[src/verilog/rx_front_pkg.sv]
`default_nettype none
// ============================================================
// shared constants for the receive front end
package rx_front_pkg;

    // register pages: byte address = page base + 4 * index
    localparam logic [11:0] PAGE_NOISE_BASE = 12'h000;
    localparam logic [11:0] PAGE_FMT_BASE   = 12'h400;
    localparam logic [7:0]  IDX_MASK_A      = 8'h12;
    localparam logic [7:0]  IDX_MASK_B      = 8'h13;
    localparam logic [7:0]  IDX_MASK_C      = 8'h14;
    localparam logic [7:0]  IDX_MASK_D      = 8'h15;
    localparam logic [7:0]  IDX_STEER       = 8'h10;
    localparam logic [7:0]  IDX_RELOAD      = 8'h11;
    localparam logic [7:0]  IDX_SYNC_CTRL   = 8'h12;
    localparam logic [7:0]  IDX_TIMER_STAT  = 8'h16;

    // reset values
    localparam logic [15:0] MASK_RST        = 16'h0000;
    localparam logic [15:0] STEER_RST       = 16'h0000;
    localparam logic [15:0] RELOAD_RST      = 16'hFFFF;
    localparam logic [15:0] SYNC_CTRL_RST   = 16'hFF80;

    // sync control field positions
    localparam int ZPAD_LSB   = 0;
    localparam int DIAG_LSB   = 4;
    localparam int TTEST_BIT  = 6;
    localparam int TSYNC_LSB  = 7;
    localparam int PSYNC_LSB  = 10;
    localparam int ZSYNC_LSB  = 13;

    // steering nibble bits
    localparam int STEER_Q     = 0;
    localparam int STEER_I_DLY = 1;
    localparam int STEER_I     = 2;
    localparam int STEER_TEST  = 3;

    // diagnostic pattern codes
    typedef enum logic [1:0] {
        DIAG_RAMP   = 2'h0,
        DIAG_ZERO   = 2'h1,
        DIAG_RANDOM = 2'h2,
        DIAG_CONST  = 2'h3
    } diag_t;

    localparam logic [15:0] CONST_PATTERN = 16'h4000;
    localparam logic [15:0] LFSR_SEED     = 16'hACE1;
    localparam logic [15:0] LFSR_TAPS     = 16'hB400;
    localparam int          PULSE_DELAY   = 5;

    function automatic logic [11:0] byte_addr(input logic [11:0] base,
                                              input logic [7:0]  idx);
        byte_addr = base + {2'b00, idx, 2'b00};
    endfunction : byte_addr

endpackage : rx_front_pkg
`default_nettype wire

[src/verilog/rx_noise_lfsr.sv]
`timescale 1ns/1ps
`default_nettype none
// ============================================================
// pseudo-random source for noise and the random pattern
module rx_noise_lfsr (
    // clock and reset
    input  wire logic        clk,
    input  wire logic        arst_n,
    // control
    input  wire logic        hold_sync,
    // state
    output logic [15:0]      state
);
    logic [15:0] state_ff;
    logic        fb;

    // galois step, reseeded while the sync holds it
    assign fb = state_ff[0];
    always_ff @(posedge clk or negedge arst_n) begin
        if (!arst_n) begin
            state_ff <= rx_front_pkg::LFSR_SEED;
        end else if (hold_sync) begin
            state_ff <= rx_front_pkg::LFSR_SEED;
        end else begin
            state_ff <= (state_ff >> 1) ^ (fb ? rx_front_pkg::LFSR_TAPS
                                              : 16'h0000);
        end
    end

    assign state = state_ff;

endmodule : rx_noise_lfsr
`default_nettype wire

[src/verilog/periodic_timer.sv]
`timescale 1ns/1ps
`default_nettype none
// ============================================================
// 24-bit repeating down counter with delayed restart pulse
module periodic_timer (
    // clock and reset
    input  wire logic        clk,
    input  wire logic        arst_n,
    // control
    input  wire logic [15:0] reload_val,
    input  wire logic        test_mode,
    input  wire logic        restart_sync,
    // results
    output logic [23:0]      count,
    output logic             pulse
);
    localparam int PD = rx_front_pkg::PULSE_DELAY;

    logic [23:0]   cnt_ff;
    logic [PD-1:0] dly_ff;
    logic [23:0]   load_val;
    logic          at_end;
    logic          restart;

    // upper bits from the register, lower eight all ones
    assign load_val = {reload_val, 8'hFF};
    // test mode counts the upper bits only
    assign at_end   = test_mode ? (cnt_ff[23:8] == 16'h0000)
                                : (cnt_ff == 24'h000000);
    assign restart  = restart_sync | at_end;

    // count down, reload on end or sync
    always_ff @(posedge clk or negedge arst_n) begin
        if (!arst_n) begin
            cnt_ff <= 24'hFFFFFF;
        end else if (restart) begin
            cnt_ff <= load_val;
        end else if (test_mode) begin
            cnt_ff <= {cnt_ff[23:8] - 16'h0001, 8'hFF};
        end else begin
            cnt_ff <= cnt_ff - 24'h000001;
        end
    end

    // restart pulse delay line
    always_ff @(posedge clk or negedge arst_n) begin
        if (!arst_n) begin
            dly_ff <= '0;
        end else begin
            dly_ff <= {dly_ff[PD-2:0], restart};
        end
    end

    assign count = cnt_ff;
    assign pulse = dly_ff[PD-1];

    property p_pulse_delay;
        @(posedge clk) disable iff (!arst_n)
        restart |-> ##5 pulse;
    endproperty
    a_pulse_delay: assert property (p_pulse_delay)
        else $error("timer pulse not five clocks after restart");

    property p_sync_reload;
        @(posedge clk) disable iff (!arst_n)
        restart_sync |=> count == {$past(reload_val), 8'hFF};
    endproperty
    a_sync_reload: assert property (p_sync_reload)
        else $error("timer did not reload on sync");

    property p_count_down;
        @(posedge clk) disable iff (!arst_n)
        (!restart && !test_mode) |=> count == $past(count) - 24'h000001;
    endproperty
    a_count_down: assert property (p_count_down)
        else $error("timer did not count down by one");

    c_restart_end: cover property (@(posedge clk) disable iff (!arst_n)
        at_end && !restart_sync);

endmodule : periodic_timer
`default_nettype wire

[src/verilog/rx_input_formatter.sv]
`timescale 1ns/1ps
`default_nettype none
// Contract
// - set noise mask bits add lfsr noise into that input bit
// - steering nibble bits: Q, delayed I, I, test to both
// - usual codes: 1 Q half, 3 IQ multiplexed, 4 real input
// - steering register holds paths A to D from low to high nibble
// - timer is 24-bit down counter of 256 x (reload + 1), repeating
// - selected sync restarts the timer count
// - timer count is ramp data; pulse five clocks after restart
// - reload field is upper sixteen bits, resets to all ones
// - timer test bit forces low eight count bits high
// - zero pad count N follows each sample with N zeros
// - diagnostic field picks ramp, zero, random or 0x4000
// - bits nine to seven select timer sync, reset seven
// - bits twelve to ten select pattern sync, reset seven
// - bits fifteen to thirteen select zero pad sync, reset seven
module rx_input_formatter (
    // clock and reset
    input  wire logic              clk,
    input  wire logic              arst_n,
    // apb slave
    input  wire logic [11:0]       paddr,
    input  wire logic              psel,
    input  wire logic              penable,
    input  wire logic              pwrite,
    input  wire logic [31:0]       pwdata,
    input  wire logic [3:0]        pstrb,
    output logic [31:0]            prdata,
    output logic                   pready,
    output logic                   pslverr,
    // sample inputs and sync strobes
    input  wire logic [3:0][15:0]  adc_data,
    input  wire logic [7:0]        sync_strobes,
    // formatted outputs
    output logic [3:0][15:0]       rx_i,
    output logic [3:0][15:0]       rx_q,
    output logic                   rx_valid,
    output logic [23:0]            timer_count,
    output logic                   timer_pulse
);
    // ========================================================
    // address decode
    logic        access;
    logic        setup;
    logic        hit_mask_a;
    logic        hit_mask_b;
    logic        hit_mask_c;
    logic        hit_mask_d;
    logic        hit_steer;
    logic        hit_reload;
    logic        hit_sync;
    logic        hit_stat;
    logic        mapped;
    logic        wr_en;

    assign setup      = psel & ~penable;
    assign access     = psel & penable;
    assign hit_mask_a = paddr == rx_front_pkg::byte_addr(
                        rx_front_pkg::PAGE_NOISE_BASE, rx_front_pkg::IDX_MASK_A);
    assign hit_mask_b = paddr == rx_front_pkg::byte_addr(
                        rx_front_pkg::PAGE_NOISE_BASE, rx_front_pkg::IDX_MASK_B);
    assign hit_mask_c = paddr == rx_front_pkg::byte_addr(
                        rx_front_pkg::PAGE_NOISE_BASE, rx_front_pkg::IDX_MASK_C);
    assign hit_mask_d = paddr == rx_front_pkg::byte_addr(
                        rx_front_pkg::PAGE_NOISE_BASE, rx_front_pkg::IDX_MASK_D);
    assign hit_steer  = paddr == rx_front_pkg::byte_addr(
                        rx_front_pkg::PAGE_FMT_BASE, rx_front_pkg::IDX_STEER);
    assign hit_reload = paddr == rx_front_pkg::byte_addr(
                        rx_front_pkg::PAGE_FMT_BASE, rx_front_pkg::IDX_RELOAD);
    assign hit_sync   = paddr == rx_front_pkg::byte_addr(
                        rx_front_pkg::PAGE_FMT_BASE, rx_front_pkg::IDX_SYNC_CTRL);
    assign hit_stat   = paddr == rx_front_pkg::byte_addr(
                        rx_front_pkg::PAGE_FMT_BASE, rx_front_pkg::IDX_TIMER_STAT);
    assign mapped     = hit_mask_a | hit_mask_b | hit_mask_c | hit_mask_d |
                        hit_steer | hit_reload | hit_sync | hit_stat;
    assign wr_en      = access & pwrite & mapped;

    // zero wait states; unmapped addresses answer with an error
    assign pready  = 1'b1;
    assign pslverr = access & ~mapped;

    // ========================================================
    // registers
    logic [3:0][15:0] mask_ff;
    logic [15:0]      steer_ff;
    logic [15:0]      reload_ff;
    logic [15:0]      sync_ctrl_ff;
    logic [31:0]      prdata_ff;
    logic [3:0]       mask_hits;

    // byte lanes 0 and 1 carry the 16-bit registers
    function automatic logic [15:0] merge16(input logic [15:0] old,
                                            input logic [31:0] wd,
                                            input logic [3:0]  st);
        merge16 = {st[1] ? wd[15:8] : old[15:8],
                   st[0] ? wd[7:0]  : old[7:0]};
    endfunction : merge16

    assign mask_hits = {hit_mask_d, hit_mask_c, hit_mask_b, hit_mask_a};

    // noise mask registers, one per path
    always_ff @(posedge clk or negedge arst_n) begin
        if (!arst_n) begin
            mask_ff <= {4{rx_front_pkg::MASK_RST}};
        end else begin
            for (int p = 0; p < 4; p++) begin
                if (wr_en && mask_hits[p]) begin
                    mask_ff[p] <= merge16(mask_ff[p], pwdata, pstrb);
                end
            end
        end
    end

    // steering, reload and sync control registers
    always_ff @(posedge clk or negedge arst_n) begin
        if (!arst_n) begin
            steer_ff     <= rx_front_pkg::STEER_RST;
            reload_ff    <= rx_front_pkg::RELOAD_RST;
            sync_ctrl_ff <= rx_front_pkg::SYNC_CTRL_RST;
        end else begin
            if (wr_en && hit_steer) begin
                steer_ff <= merge16(steer_ff, pwdata, pstrb);
            end
            if (wr_en && hit_reload) begin
                reload_ff <= merge16(reload_ff, pwdata, pstrb);
            end
            if (wr_en && hit_sync) begin
                sync_ctrl_ff <= merge16(sync_ctrl_ff, pwdata, pstrb);
            end
        end
    end

    // read data captured in the setup phase
    logic [31:0] rd_mux;
    assign rd_mux = hit_mask_a ? {16'h0000, mask_ff[0]} :
                    hit_mask_b ? {16'h0000, mask_ff[1]} :
                    hit_mask_c ? {16'h0000, mask_ff[2]} :
                    hit_mask_d ? {16'h0000, mask_ff[3]} :
                    hit_steer  ? {16'h0000, steer_ff}   :
                    hit_reload ? {16'h0000, reload_ff}  :
                    hit_sync   ? {16'h0000, sync_ctrl_ff} :
                    hit_stat   ? {8'h00, timer_count}   : 32'h00000000;

    always_ff @(posedge clk or negedge arst_n) begin
        if (!arst_n) begin
            prdata_ff <= 32'h00000000;
        end else if (setup) begin
            prdata_ff <= rd_mux;
        end
    end
    assign prdata = prdata_ff;

    // ========================================================
    // control fields and sync selection
    logic [3:0]          zpad_n;
    rx_front_pkg::diag_t diag;
    logic                ttest;
    logic                tsync_hit;
    logic                psync_hit;
    logic                zsync_hit;

    assign zpad_n = sync_ctrl_ff[rx_front_pkg::ZPAD_LSB +: 4];
    assign diag   = rx_front_pkg::diag_t'(
                    sync_ctrl_ff[rx_front_pkg::DIAG_LSB +: 2]);
    assign ttest  = sync_ctrl_ff[rx_front_pkg::TTEST_BIT];
    assign tsync_hit = sync_strobes[
                       sync_ctrl_ff[rx_front_pkg::TSYNC_LSB +: 3]];
    assign psync_hit = sync_strobes[
                       sync_ctrl_ff[rx_front_pkg::PSYNC_LSB +: 3]];
    assign zsync_hit = sync_strobes[
                       sync_ctrl_ff[rx_front_pkg::ZSYNC_LSB +: 3]];

    // ========================================================
    // timer and noise source
    logic [15:0] noise;

    periodic_timer u_timer (
        .clk          (clk),
        .arst_n       (arst_n),
        .reload_val   (reload_ff),
        .test_mode    (ttest),
        .restart_sync (tsync_hit),
        .count        (timer_count),
        .pulse        (timer_pulse)
    );

    // the pattern sync holds the generator at its seed
    rx_noise_lfsr u_lfsr (
        .clk       (clk),
        .arst_n    (arst_n),
        .hold_sync (psync_hit),
        .state     (noise)
    );

    // ========================================================
    // test pattern and zero pad sequencing
    logic [15:0] test_data;
    logic [3:0]  pad_cnt_ff;
    logic        pad_slot;

    assign test_data = (diag == rx_front_pkg::DIAG_RAMP)   ? timer_count[15:0] :
                       (diag == rx_front_pkg::DIAG_ZERO)   ? 16'h0000 :
                       (diag == rx_front_pkg::DIAG_RANDOM) ? noise :
                       rx_front_pkg::CONST_PATTERN;

    // slot zero carries a sample, the next N slots carry zeros
    assign pad_slot = pad_cnt_ff == 4'h0;
    always_ff @(posedge clk or negedge arst_n) begin
        if (!arst_n) begin
            pad_cnt_ff <= 4'h0;
        end else if (zsync_hit || pad_cnt_ff >= zpad_n) begin
            pad_cnt_ff <= 4'h0;
        end else begin
            pad_cnt_ff <= pad_cnt_ff + 4'h1;
        end
    end

    // ========================================================
    // per path noise injection and steering
    logic [3:0][15:0] noisy;
    logic [3:0][15:0] dly_ff;
    logic [3:0][15:0] i_ff;
    logic [3:0][15:0] q_ff;

    genvar g;
    generate
        for (g = 0; g < 4; g++) begin : g_path
            logic [3:0]  sel;
            logic [15:0] nxt_i;
            logic [15:0] nxt_q;

            assign sel       = steer_ff[4*g +: 4];
            assign noisy[g]  = adc_data[g] ^ (mask_ff[g] & noise);
            // test overrides; direct I wins over delayed I
            assign nxt_i = sel[rx_front_pkg::STEER_TEST]  ? test_data :
                           sel[rx_front_pkg::STEER_I]     ? noisy[g]  :
                           sel[rx_front_pkg::STEER_I_DLY] ? dly_ff[g] :
                           16'h0000;
            assign nxt_q = sel[rx_front_pkg::STEER_TEST]  ? test_data :
                           sel[rx_front_pkg::STEER_Q]     ? noisy[g]  :
                           16'h0000;

            always_ff @(posedge clk or negedge arst_n) begin
                if (!arst_n) begin
                    dly_ff[g] <= 16'h0000;
                    i_ff[g]   <= 16'h0000;
                    q_ff[g]   <= 16'h0000;
                end else begin
                    dly_ff[g] <= noisy[g];
                    i_ff[g]   <= pad_slot ? nxt_i : 16'h0000;
                    q_ff[g]   <= pad_slot ? nxt_q : 16'h0000;
                end
            end
        end
    endgenerate

    logic valid_ff;
    always_ff @(posedge clk or negedge arst_n) begin
        if (!arst_n) begin
            valid_ff <= 1'b0;
        end else begin
            valid_ff <= pad_slot;
        end
    end

    assign rx_i     = i_ff;
    assign rx_q     = q_ff;
    assign rx_valid = valid_ff;

    // ========================================================
    // checks
    property p_noise_real;
        @(posedge clk) disable iff (!arst_n)
        (pad_slot && steer_ff[3:0] == 4'h4) |=>
            rx_i[0] == $past(adc_data[0] ^ (mask_ff[0] & noise));
    endproperty
    a_noise_real: assert property (p_noise_real)
        else $error("path A real input lost its noise mix");

    property p_steer_q;
        @(posedge clk) disable iff (!arst_n)
        (pad_slot && steer_ff[7:4] == 4'h1) |=>
            (rx_i[1] == 16'h0000 &&
             rx_q[1] == $past(adc_data[1] ^ (mask_ff[1] & noise)));
    endproperty
    a_steer_q: assert property (p_steer_q)
        else $error("path B code one did not route to Q only");

    property p_steer_dly;
        @(posedge clk) disable iff (!arst_n)
        (pad_slot && steer_ff[3:0] == 4'h2 && $stable(mask_ff[0])) |=>
            rx_i[0] == $past(adc_data[0] ^ (mask_ff[0] & noise), 2);
    endproperty
    a_steer_dly: assert property (p_steer_dly)
        else $error("delayed I path not one sample late");

    property p_pad_gap;
        @(posedge clk) disable iff (!arst_n)
        (pad_slot && zpad_n == 4'h2 && !zsync_hit && !wr_en) ##1
            (!zsync_hit && !wr_en) |=> !pad_slot ##1 pad_slot;
    endproperty
    a_pad_gap: assert property (p_pad_gap)
        else $error("zero pad of two not followed by sample slot");

    property p_pad_zero;
        @(posedge clk) disable iff (!arst_n)
        !pad_slot |=> (rx_i == '0 && rx_q == '0 && !rx_valid);
    endproperty
    a_pad_zero: assert property (p_pad_zero)
        else $error("pad slot carried nonzero data");

    property p_const_pat;
        @(posedge clk) disable iff (!arst_n)
        (pad_slot && diag == rx_front_pkg::DIAG_CONST &&
         steer_ff[15:12] == 4'h8) |=>
            (rx_i[3] == 16'h4000 && rx_q[3] == 16'h4000);
    endproperty
    a_const_pat: assert property (p_const_pat)
        else $error("constant pattern not 0x4000 on both halves");

    property p_steer_write;
        @(posedge clk) disable iff (!arst_n)
        (wr_en && hit_steer && pstrb[1:0] == 2'b11) |=>
            steer_ff == $past(pwdata[15:0]);
    endproperty
    a_steer_write: assert property (p_steer_write)
        else $error("steering register write not stored");

    property p_zsync_align;
        @(posedge clk) disable iff (!arst_n)
        zsync_hit |=> pad_slot;
    endproperty
    a_zsync_align: assert property (p_zsync_align)
        else $error("zero pad sync did not realign to a sample slot");

    c_iq_mux: cover property (@(posedge clk) disable iff (!arst_n)
        pad_slot && steer_ff[3:0] == 4'h3);
    c_random: cover property (@(posedge clk) disable iff (!arst_n)
        diag == rx_front_pkg::DIAG_RANDOM && mask_ff[0] != 16'h0000);
    c_pulse: cover property (@(posedge clk) disable iff (!arst_n)
        timer_pulse);

endmodule : rx_input_formatter
`default_nettype wire

[config.mk]
export PLATFORM = sky130hd
export DESIGN_NAME = rx_input_formatter
export DESIGN_NICKNAME = d
export VERILOG_FILES = /design/src/verilog/rx_front_pkg.sv /design/src/verilog/rx_noise_lfsr.sv /design/src/verilog/periodic_timer.sv /design/src/verilog/rx_input_formatter.sv
export SDC_FILE = /design/constraint.sdc
export NUM_CORES = 1
export LEC_CHECK = 0
export BUFFER_PORTS_ARGS = -buffer_cell sky130_fd_sc_hd__buf_2
export CAP_MARGIN = 20
export CORE_MARGIN = 1
export CORE_UTILIZATION = 35
export DETAILED_ROUTE_END_ITERATION = 10
export GPL_TIMING_DRIVEN = 0
export HOLD_SLACK_MARGIN = 0.03
export PLACE_DENSITY = 0.52
export REMOVE_ABC_BUFFERS = 1
export SLEW_MARGIN = 30
export SYNTH_ARGS = -nofsm -noshare
export SYNTH_HDL_FRONTEND = slang
export SYNTH_SLANG_ARGS = --single-unit
[constraint.sdc]
create_clock -name clk -period 2.7 [get_ports clk]
set_input_delay 0 -clock clk [delete_from_list [all_inputs] [get_ports clk]]
set_output_delay 0 -clock clk [all_outputs]
set_load 0.01 [all_outputs]
=== Word-level counts from Yosys, hierarchy flattened ===
Cells that the tools add are included.

* Register bits: 386
* Latch bits: 0
* Bits in writable memories: 0
* Memory bits (read-only): 0
* Output and inout port bits: 188
* Memories: 0

* Add/subtract/negate cells: 3
* Multiply operators: 0
* Divide/modulo/power cells: 0
* $lt $le $gt $ge: 4
* Eq/ne operators: 10
* Shift operators: 0
* Muxes and demuxes: 51
* Bitwise gates (word level): 24
* Reduce and logical (&&, ||, !) cells: 26

{| class="wikitable"
|+ Operators with widths
! operator !! number
|-
| two-way mux 16 bit || 33
|-
| two-way mux 24 bit || 10
|-
| AND 16 bit || 4
|-
| bitwise XOR 16 bit || 4
|-
| equality test 12 x 11 -> 1 bit, second input constant || 4
|-
| equality test 12 x 7 -> 1 bit, second input constant || 4
|-
| AND reduction 2 bit || 14
|-
| logical NOT 24 bit || 1
|-
| subtractor 24 x 1 -> 24 bit, second input constant || 1
|-
| logical NOT 16 bit || 1
|-
| subtractor 16 x 1 -> 16 bit, second input constant || 1
|-
| bitwise XOR 15 x 16 -> 16 bit || 1
|-
| less-than comparator 3 x 4 -> 1 bit, second input constant || 3
|-
| binary-select mux 1 bit (select 3 bit) || 3
|-
| OR 1 bit || 8
|-
| logical AND 1 bit || 7
|-
| AND 1 bit || 5
|-
| adder 4 x 1 -> 4 bit, second input constant || 1
|-
| greater-or-equal comparator 4 bit || 1
|-
| logical NOT 4 bit || 1
|-
| two-way mux 1 bit || 4
|-
| two-way mux 4 bit || 1
|-
| equality test 2 x 1 -> 1 bit, second input constant || 1
|-
| equality test 2 bit, second input constant || 1
|-
| other kinds (3) || 4
|}

=== Longest topological paths before layout ===
Gate-level depths: netlist (run 1).

* Depth after elaboration: 11
* Depth in mapped cells: 8
* Depth with buffers taken out: 7

=== Cells and area by module ===
A second synthesis (run 1) with hierarchy kept.

* Cells, all modules: 1451
* Area total of the unflattened synthesis: 17170.2 um2

{| class="wikitable"
|+ Modules (own cells, without submodules)
! module !! times used !! cells an instance !! area each (um2) !! seq. area each (um2)
|-
| rx_input_formatter || 1 || 1269 || 15073.2 || 8364.3
|-
| periodic_timer || 1 || 146 || 1544.0 || 755.7
|-
| rx_noise_lfsr || 1 || 36 || 553.0 || 410.4
|}

=== Worst setup path after synthesis (run 1) ===
OpenSTA, ideal clock, no wires.

* Kind: flip-flop to flip-flop
* Start: register u_timer.cnt_ff[0], in the netlist u_timer.count[0]
* End: register u_timer.cnt_ff[16], in the netlist u_timer.count[16]
* Data arrival time: 2.156 ns
* Setup slack: 0.455 ns
* Stages on the path, launching flop included: 9
* Period minus slack after synthesis: 2.245 ns
* Path through: dfstp_2 > inv_1 > ha_1 > or4b_2 > o2bb2a_1 > buf_2 > nor4_1 > xnor2_1 > o21ai_0

* Word-level cells in the longest chain between the ends: 4

{| class="wikitable"
|+ Ends and longest elaborated chain
! element !! RTL line !! text
|-
| start: declaration || periodic_timer.sv:19 || <nowiki>logic [23:0] cnt_ff;</nowiki>
|-
| start signal: assignment || periodic_timer.sv:37 || <nowiki>cnt_ff <= load_val;</nowiki>
|-
| start signal: assignment || periodic_timer.sv:39 || <nowiki>cnt_ff <= {cnt_ff[23:8] - 16'h0001, 8'hFF};</nowiki>
|-
| start signal: assignment || periodic_timer.sv:41 || <nowiki>cnt_ff <= cnt_ff - 24'h000001;</nowiki>
|-
| parallel branches: the longest is 3 deep, another holds subtractor 24 x 1 -> 24 bit || -- ||
|-
| two-way mux 24 bit (*) || periodic_timer.sv:36 || <nowiki>end else if (restart) begin</nowiki>
|}

Mark *: on every way between the ends.
A chain may end at the register's enable or synchronous reset.

=== Final worst setup path (run 1) ===
Ends and elaborated chain as after synthesis.

==> metrics.txt, run 1 <==
largest stage delay on the critical path=approximately 0.65 ns; clock buffer depth=3; Avg WL per Cell=24.2 um; Vias=13200; Synth cell types=62; Synth area leaders=dfrtp_1, dfstp_2, mux2_2, xnor2_1, a22oi_1; critical path class=flop to flop; Std-Cell Rows=80; initial antenna violation count=3; fin nets=a little under 2000; Yosys top cell area share=47.0%; Routed WL=59200 um; clock tree from TritonCTS=built; root buffer cell=clkbuf_16; mux cell area share after synthesis=12.1%; P_leak=9.98 nW; #FFs+latches synth=~380; number of enable flip-flop cells after synthesis=0; MaxCap Viol Count=0; total gr overflow=0; first-pass GRT wire length=87400 um; Crit Reg-Reg Endpoint=u_timer.count[16]; gpl congestion=0.842; Hold Violations, Final=0; drt pass-1 iters=7; Setup-failing EPs final=0; Worst Reg-to-Reg Cells=7; Layout area overhead=27.7%; CTS Buf Count=44; fin crit share=about 93%; outcome=complete, no violations; Die W=223 um; die height=223 um; Worst VDD drop=0.374 mV; port buffer count=roughly 290; fin crit period=2.51 ns; hpwl dp=between 40000 and 50000 um; fillers=4444; Resize count post-CTS=0; Synth Instances=roughly 1500; critical path endpoint category=flop; Clock Latency Late Sink=0.57 ns; IO Pins=313; # DRC=0; Tightest Hold Check Type=input port to flop; clock sinks=378; initial drt markers=approximately 1100; vias per std cell=5.40; hold endpoint=prdata[9]; worst hold start=psel; CP max stage cell=or4b_2; # hold bufs at CTS=86; headroom to the max-slew limit=33.8%; register area share after synthesis=55.8%; multi-input logic area=0.00719 mm2; CP max FO=7; f_max=0.399 GHz; Final WS setup=0.193 ns; Global Route Usage Sum=between 20% and 30%; CTS H-tree lvls=2; Sequential Area=0.00955 mm2; Synth Area in Compound Gates=13.7%; cell area after synthesis=0.0171 mm2; Antenna Nets Post-Route=0; Die ar.=between 0.04 and 0.05 mm2; synth cell count leaders=dfrtp_1, mux2_2, nand2_1; buffer count from post-CTS setup fixing=0; reg-to-reg startpoint=u_timer.count[0]; Place WS=0.0235 ns; WHS Path Cells=4; r2r setup slk=0.19 ns; share of layout cells above drive strength 1=34.2%; area leader, netlist=dfrtp_1; RSZ-0062 raised after global routing=no; PD cells=589 mW/mm2; top_reg_cell synth=dfrtp_1; Synth Area per Inst=11.7 um2; cell with the most instances after synthesis=dfrtp_1; Worst-Margin Slew=between 0.9 and 1 ns; Post-Synth Adder-Cell Area=0.659%; Final Skew=0.0144 ns; WHS=0.116 ns; Setup TNS=0 ns; largest family of logic cells by synthesized area=compound AO/OA/AOI/OAI gates; post-synthesis xor/xnor area fraction=4.66%; clock slew seen by the registers of the worst setup and hold paths=0.06 ns; synth warn=0; CP Data Required Time=3.18 ns; Post-Synth Simple-Gate Area=10.1%; crit start category=flop; starting density of the core=35.6%; CORE AREA=0.0479 mm2; Worst Path Arrival=2.98 ns; Slew Limit Fails=0; largest net degree at the start of global routing=85; vias in the first global route=13300; crit-path cells=inv_1 -> ha_1 -> or4b_2 -> o2bb2a_1 -> nor4_1 -> xnor2_1 -> o21ai_0; Synth async-reset ratio=100%
==> through the flow <==
step / utilization [%] / instances / instance area, um2 / power (mW)
final: 45.5 / 2446 / 21800 / 12.9
after global routing: 45.5 / 2445 / 21800 / 13.3
after CTS: 45.5 / 2445 / 21800 / 13.0
after detailed placement: 40.6 / 2278 / 19400 / 6.62
after global placement: 39.3 / 2259 / 18900 / 6.57
after floorplan: - / 1359 / 16700 / 6.15
==> sequential cells by signal, indices dropped and copies added (netlist names), 16 cells and up <==
| name | cells |
|---|---|
| prdata | 24 |
| u_timer.count | 24 |
| rx_q | 64 |
| mask_ff | 64 |
| reload_ff | 16 |
| u_lfsr.state | 16 |
| steer_ff | 16 |
| sync_ctrl_ff | 16 |
| rx_i | 64 |
| dly_ff | 64 |
==> worst max-delay path by stage <==
stage / startpoint / to / slack (ns) / depth (start not counted)
global route: u_timer.count[0] / u_timer.count[16] / 0.02 / 7
floorplan: u_timer.count[2] / u_timer.count[4] / -0.59 / 5
finish: u_timer.count[0] / u_timer.count[16] / 0.19 / 7
CTS: u_timer.count[0] / u_timer.count[16] / 0.18 / 7
detailed placement: paddr[0] / sync_ctrl_ff[2] / 0.02 / 7
global placement: arst_n / rx_valid / -5.93 / 1
==> cell usage in the layout (no fill, tap or decap), drive strengths merged, types with 3 or more instances in the layout <==
cell type    synthesis  routed
ha                   9       9
nor2               112     112
or3                 17      17
xor2                 9       9
mux4                 6       6
a22oi               79      79
a22o                 8       8
bufinv               0       6
nand4                3       3
or4b                 3       3
o21ai               53      53
dfrtp              321     321
nand2              112     112
nand2b              11      11
mux2i               50      50
nor4                10      10
conb                 2       9
nor3                12      12
mux2               127     127
buf                 22     304
a21oi               31      31
clkinv               0      12
dfstp               57      57
or2                 18      18
a211oi              70      70
a2bb2oi              4       4
inv                 15      17
o211ai              13      13
nor2b               23      23
xnor2               82      82
a221oi              60      60
clkbuf              87      60
dlygate4sd3          0      86
nand3                9       9
and2                10      10
==> cell type report <==
cell class	count	share of cell area, %
clock inverter	21	1.20
inverter	15	0.258
clock buffer	60	5.74
sequential	378	43.8
multi-input combinational	966	32.9
timing repair buffer	390	12.5
tap	615	3.53
antenna	1	0.0115
==> kinds of logic after synthesis <==
kind of cell / Yosys count
compound gates: 327
xor+xnor: 91
fa+ha+maj: 9
buf+inv: 124
flops: 378
mux: 183
other cells: 2
simple gates: 347
==> power by group <==
group	switching [mW]	leakage [nW]	internal [mW]
Combinational	0.467	4.37	0.299
Sequential	0.0691	4.86	5.78
Clock	2.42	0.751	3.82
Total	2.95	9.98	9.90
==> critical path, delay by kind of cell, from the launching register on <==
family	cells	cell delay [ns]
AND/OR/NAND/NOR	2	0.93
AO/OA/AOI/OAI	2	0.64
flip-flops	1	0.43
adder cells (fa/ha/maj)	1	0.22
buffers and inverters	1	0.10
XOR/XNOR	1	0.09
==> layer usage <==
| metal | vias up | global-route usage [%] | wire (um) |
|---|---|---|---|
| li1 | 5961 | - | - |
| met1 | 6661 | 34.3 | 27400 |
| met2 | 481 | 36.1 | 26500 |
| met3 | 93 | 5.41 | 3890 |
| met4 | 6 | 6.65 | 1400 |
| met5 | - | 0 | 30 |
Note: power is estimated with default switching activity, not from simulation.
==> run 2, diff against run 1 <==
--- a/config.mk
+++ b/config.mk
@@ -13,6 +13,7 @@
 export GPL_TIMING_DRIVEN = 0
 export HOLD_SLACK_MARGIN = 0.03
 export PLACE_DENSITY = 0.52
+export RECOVER_POWER = 100
 export REMOVE_ABC_BUFFERS = 1
 export SLEW_MARGIN = 30
 export SYNTH_ARGS = -nofsm -noshare
==> run 2 against run 1 <==
Core utilization shrank 0.62 points. Largest power group unchanged. Final cell count barely moved. Sequential share of layout area rose by 0.60 points. Hold slack worse by 0.0029 ns. First-iteration DRC count decreased by 1.5%. Critical endpoint is now mask_ff[16]. Combinational power shrank 2%. Cell area down 1.4%. Non-clock buffer count unchanged. Critical path depth fell by 1.
==> metrics.txt, run 2 (synthesis gave the netlist of run 1 again) <==
combinational fraction of design power=5.8% (was 6.0%); critical path class=input port to flop (was flop to flop); CTS H-tree lvls=2 (unchanged); Clock power frac=48.6% (was 48.5%); MaxCap Viol Count=0 (unchanged); WHS=0.113 ns (was 0.116 ns); Critical path origin=paddr[10] (was u_timer.count[0]); CP endpoint=mask_ff[16] (was u_timer.count[16]); Std-Cell Rows=80 (unchanged); internal power=9.88 mW (was 9.90 mW); crit start category=input port (was flop); clock tree from TritonCTS=built (unchanged); total gr overflow=0 (unchanged); Global Route Usage Sum=23.9% (unchanged); Worst Path Arrival=3.03 ns (was 2.98 ns); Tightest Hold Check Type=input port to flop (unchanged); buffer count from post-CTS setup fixing=0 (unchanged); outcome=complete, no violations (unchanged); r2r setup slk=0.19 ns (about the same); critical path endpoint category=flop (unchanged); Clock Latency Late Sink=0.57 ns (about the same); # DRC=0 (unchanged); switching power=2.96 mW (was 2.95 mW); CTS Buf Count=44 (unchanged); reg-to-reg startpoint=u_timer.count[0] (unchanged); starting density of the core=35.6% (unchanged); P_leak=9.20 nW (was 9.98 nW); root buffer cell=clkbuf_16 (unchanged); Reg power frac=45.5% (about the same); Worst Reg-to-Reg Cells=7 (unchanged); Die ar.=0.0497 mm2 (unchanged); CP bufs+invs=2 (was 1); clock buffer depth=3 (unchanged); Slew Limit Fails=0 (unchanged); first-pass GRT wire length=87400 um (unchanged); Crit Reg-Reg Endpoint=u_timer.count[16] (unchanged); Final Non-Filler Cells=2445 (was 2446); # placed instances=2278 (unchanged); fillers=4527 (was 4444); Die W=223 um (unchanged); RSZ-0062 raised after global routing=no (unchanged); clock slew seen by the registers of the worst setup and hold paths=0.06 ns (about the same); die height=223 um (unchanged); Inserted Diodes=0 (was 1); CORE AREA=0.0479 mm2 (unchanged); initial antenna violation count=2 (was 3); Vias=13200 (about the same); f_max=0.388 GHz (was 0.399 GHz); highest-count cells in the layout ignoring fill and taps=dfrtp_1, clkbuf_1, buf_2 (was dfrtp_1, buf_2, mux2_2); Sw Share=23.0% (about the same); initial drt markers=1091 (was 1108); Layout area overhead=26.0% (was 27.7%); fin nets=1929 (unchanged); largest net degree at the start of global routing=85 (unchanged); Final Skew=0.0162 ns (was 0.0144 ns); Resize count post-CTS=0 (unchanged); most common cell after layout, fill and taps aside=dfrtp_1 (unchanged); Routed WL=59500 um (was 59200 um); Setup-failing EPs final=0 (unchanged); Setup TNS=0 ns (unchanged); Worst VDD drop=0.371 mV (was 0.374 mV); Worst-Margin Slew=1.48 ns (was 0.993 ns); CP Data Required Time=3.15 ns (was 3.18 ns); DP Area=0.0194 mm2 (unchanged); headroom to the max-slew limit=1.24% (was 33.8%); port buffer count=285 (unchanged); share of layout cells above drive strength 1=23.6% (was 34.2%); vias in the first global route=13300 (unchanged); CP max stage cell=or4_1 (was or4b_2); vias per std cell=5.40 (about the same); largest stage delay on the critical path=0.92 ns (was 0.65 ns); gpl congestion=0.842 (unchanged); drt pass-1 iters=5 (was 7); fin crit period=2.58 ns (was 2.51 ns); Worst path top cell family by delay=simple AND/OR/NAND/NOR gates (unchanged); design area=0.0215 mm2 (was 0.0218 mm2); Avg WL per Cell=24.3 um (was 24.2 um); Hold Violations, Final=0 (unchanged); crit-path cells=dlygate4sd3_1 -> clkbuf_1 -> or4_1 -> or2_1 -> nor2_4 -> mux2_2 (was inv_1 -> ha_1 -> or4b_2 -> o2bb2a_1 -> nor4_1 -> xnor2_1 -> o21ai_0); WP depth=6 (was 7); CP max FO=20 (was 7); clock sinks=378 (unchanged); IO Pins=313 (unchanged); Sequential Area=0.00955 mm2 (unchanged); fin crit share=95.5% (was 92.9%); PD cells=596 mW/mm2 (was 589 mW/mm2); Antenna Nets Post-Route=0 (unchanged); multi-input logic area=0.00712 mm2 (was 0.00719 mm2); hpwl dp=40700 um (unchanged)
[run 2: routing by layer]
metal,global-route usage [%],wire [um],vias to the layer above
met1,34.3,27400,6665
met4,6.65,1510,4
li1,-,-,5952
met3,5.41,4000,96
met5,0,22,-
met2,36.1,26500,492
[run 2: final cells by class]
cell class              instances  area share (%)
flip-flops and latches        378            44.4
clock inverters                21            1.22
well taps                     615            3.57
clock buffers                  60            5.82
inverters                      15           0.262
multi-input cells             966            33.1
repair buffers                390            11.7
[run 2: worst min path at each step]
stage | cells past startpoint | from | endpoint
after floorplan | 0 | arst_n | dly_ff[0]
after CTS | 4 | psel | prdata[9]
after global placement | 2 | adc_data[15] | dly_ff[15]
final | 4 | psel | prdata[9]
after global routing | 4 | psel | prdata[9]
after detailed placement | 2 | arst_n | rx_q[49]
[run 2: timing repair]
| action | CTS | global route |
|---|---|---|
| hold buffers | 86 | 0 |
| setup endpoints to repair | 0 | 0 |
| hold endpoints to repair | 621 | 0 |
[run 2: per-stage QoR]
stage               worst slack [ns]  total power, mW  utilization, %
global placement               -5.93             6.57            39.3
detailed placement            0.0235             6.62            40.6
floorplan                     -0.587             6.15               -
global route                  0.0223             13.3            44.9
CTS                            0.184             13.0            45.5
finish                         0.123             12.8            44.9
[run 2: worst min-delay path: cells and delay by family]
| family | cells | cell delay, ns |
|---|---|---|
| AOI/OAI and AO/OA | 2 | 0.19 |
| and+or+nand+nor | 1 | 0.30 |
| buffers and inverters | 1 | 0.13 |
[run 2: power by group through the flow]
stage	Sequential, mW	Combinational [mW]	Clock [mW]
3_3_place_gp	5.95	0.628	0
2_1_floorplan	5.94	0.212	0
5_1_grt	5.85	0.819	6.61
3_5_place_dp	5.95	0.671	0
6_report	5.84	0.749	6.24
4_1_cts	5.85	0.773	6.39
==> run 3, diff against run 2 <==
==> constraint.sdc (replaced) <==
create_clock -name clk -period 2.7 [get_ports clk]
set_input_delay 0 -clock clk [delete_from_list [all_inputs] [get_ports clk]]
set_output_delay 0 -clock clk [all_outputs]
set_load 0.02 [all_outputs]
==> run 3 against run 2 <==
Critical path depth did not move. Power rose by 0.23%. Hold slack got worse by 0.00096 ns. First-iteration DRC count fell by 0.46%. Critical endpoint unchanged. Wire length barely moved. Flip-flop and latch count did not move. Worst setup slack barely moved. Final cell count did not move.
==> metrics.txt, run 3 (synthesis gave the netlist of run 1 again) <==
CP Data Required Time=3.15 ns (about the same); CTS Buf Count=44 (unchanged); die height=223 um (unchanged); largest net degree at the start of global routing=85 (unchanged); IO Pins=313 (unchanged); Resize count post-CTS=0 (unchanged); gpl congestion=0.842 (unchanged); Worst VDD drop=0.371 mV (about the same); CP max stage cell=or4_1 (unchanged); Die W=223 um (unchanged); Inserted Diodes=0 (unchanged); fin crit share=95.4% (was 95.5%); Setup-failing EPs final=0 (unchanged); Routed WL=59500 um (about the same); clock tree from TritonCTS=built (unchanged); Layout area overhead=25.9% (was 26.0%); f_max=0.388 GHz (about the same); most common cell after layout, fill and taps aside=dfrtp_1 (unchanged); CORE AREA=0.0479 mm2 (unchanged); RSZ-0062 raised after global routing=no (unchanged); Final Skew=0.0161 ns (was 0.0162 ns); Tightest Hold Check Type=input port to flop (unchanged); Worst path top cell family by delay=simple AND/OR/NAND/NOR gates (unchanged); root buffer cell=clkbuf_16 (unchanged); Std-Cell Rows=80 (unchanged); Hold Violations, Final=0 (unchanged); share of layout cells above drive strength 1=23.6% (unchanged); multi-input logic area=0.00712 mm2 (unchanged); initial antenna violation count=2 (unchanged); critical path class=input port to flop (unchanged); Place WS=0.0235 ns (unchanged); buffer count from post-CTS setup fixing=0 (unchanged); Avg WL per Cell=24.3 um (about the same); total gr overflow=0 (unchanged); starting density of the core=35.6% (unchanged); fin nets=1929 (unchanged); critical path endpoint category=flop (unchanged); Final Util=44.9% (about the same); Worst-Margin Slew=1.48 ns (about the same); Clock Latency Late Sink=0.57 ns (about the same); vias in the first global route=13300 (unchanged); initial drt markers=1086 (was 1091); P_leak=9.17 nW (was 9.20 nW); highest-count cells in the layout ignoring fill and taps=dfrtp_1, clkbuf_1, mux2_2 (was dfrtp_1, clkbuf_1, buf_2); CP max FO=20 (unchanged); fin crit period=2.58 ns (about the same); first-pass GRT wire length=87400 um (unchanged); Antenna Nets Post-Route=0 (unchanged); Setup TNS=0 ns (unchanged); clock buffer depth=3 (unchanged); Slew Limit Fails=0 (unchanged); Vias=13200 (about the same); Sequential Area=0.00955 mm2 (unchanged); clock sinks=378 (unchanged); # DRC=0 (unchanged); vias per std cell=5.41 (was 5.40); # hold bufs at CTS=86 (unchanged); outcome=complete, no violations (unchanged); crit start category=input port (unchanged); clock slew seen by the registers of the worst setup and hold paths=0.06 ns (about the same); Die ar.=0.0497 mm2 (unchanged); MaxCap Viol Count=0 (unchanged); port buffer count=285 (unchanged); Worst Path Arrival=3.03 ns (about the same); crit-path cells=dlygate4sd3_1 -> clkbuf_1 -> or4_1 -> or2_1 -> nor2_4 -> mux2_2 (unchanged); CTS H-tree lvls=2 (unchanged); headroom to the max-slew limit=1.12% (was 1.24%); fillers=4528 (was 4527); CP bufs+invs=2 (unchanged); hpwl dp=40700 um (unchanged); Global Route Usage Sum=23.9% (unchanged); Final WS setup=0.123 ns (about the same); PD cells=598 mW/mm2 (was 596 mW/mm2); drt pass-1 iters=5 (unchanged); largest stage delay on the critical path=0.92 ns (about the same)
-- run 3: cell count changes in the layout (fill, tap and decap cells not counted) --
cell / delta
buf_2: -6
dfstp_1: -6
clkbuf_1: +6
dfstp_2: +6
-- run 3: power by group --
group | switching (mW) | internal (mW) | total [mW]
clock | 2.42 | 3.82 | 6.24
combinational | 0.493 | 0.286 | 0.779
sequential | 0.0701 | 5.77 | 5.84
-- run 3: worst register-to-register path, stage by stage, from the launching register on --
cell and delay, ns:
dfstp_2 0.43, inv_1 0.10, ha_1 0.22, or4b_2 0.65, o2bb2a_1 0.45, nor4_1 0.28, xnor2_1 0.09, o21ai_0 0.19
-- run 3: layout make-up --
cell class | instances | share of cell area, %
repair buffers | 390 | 11.6
multi-input cells | 966 | 33.1
inverters | 15 | 0.262
clock buffers | 60 | 5.82
flip-flops and latches | 378 | 44.4
clock inverters | 21 | 1.22
well taps | 615 | 3.58
-- run 3: final timing paths --
path                       cells past startpoint  slack [ns]               from                end
max                                            6        0.12          paddr[10]        mask_ff[16]
min                                            4        0.11               psel          prdata[9]
max reg2reg                                    7        0.19   u_timer.count[0]  u_timer.count[16]
min reg2reg                                    0        0.35  u_timer.dly_ff[3]  u_timer.dly_ff[4]
max in group asynchronous                      5        0.62             arst_n  u_timer.count[20]
min in group asynchronous                      4        1.04             arst_n           rx_q[49]
-- run 3: per-stage QoR --
stage | power, mW | std cells | cell area, um2 | hold WS (ns)
floorplan | 6.18 | 1359 | 16700 | -0.296
global placement | 6.60 | 2259 | 18900 | 0.245
detailed placement | 6.65 | 2278 | 19400 | 0.0454
CTS | 13.0 | 2445 | 21800 | 0.0646
global route | 13.3 | 2445 | 21500 | 0.138
finish | 12.9 | 2445 | 21500 | 0.112
-- run 3: metal layers --
metal  vias up  wire length (um)  GRT usage (%)
li1       5953                 -              -
met1      6681             27400           34.3
met2       489             26500           36.1
met3        96              4010           5.41
met4         4              1510           6.65
met5         -                22              0
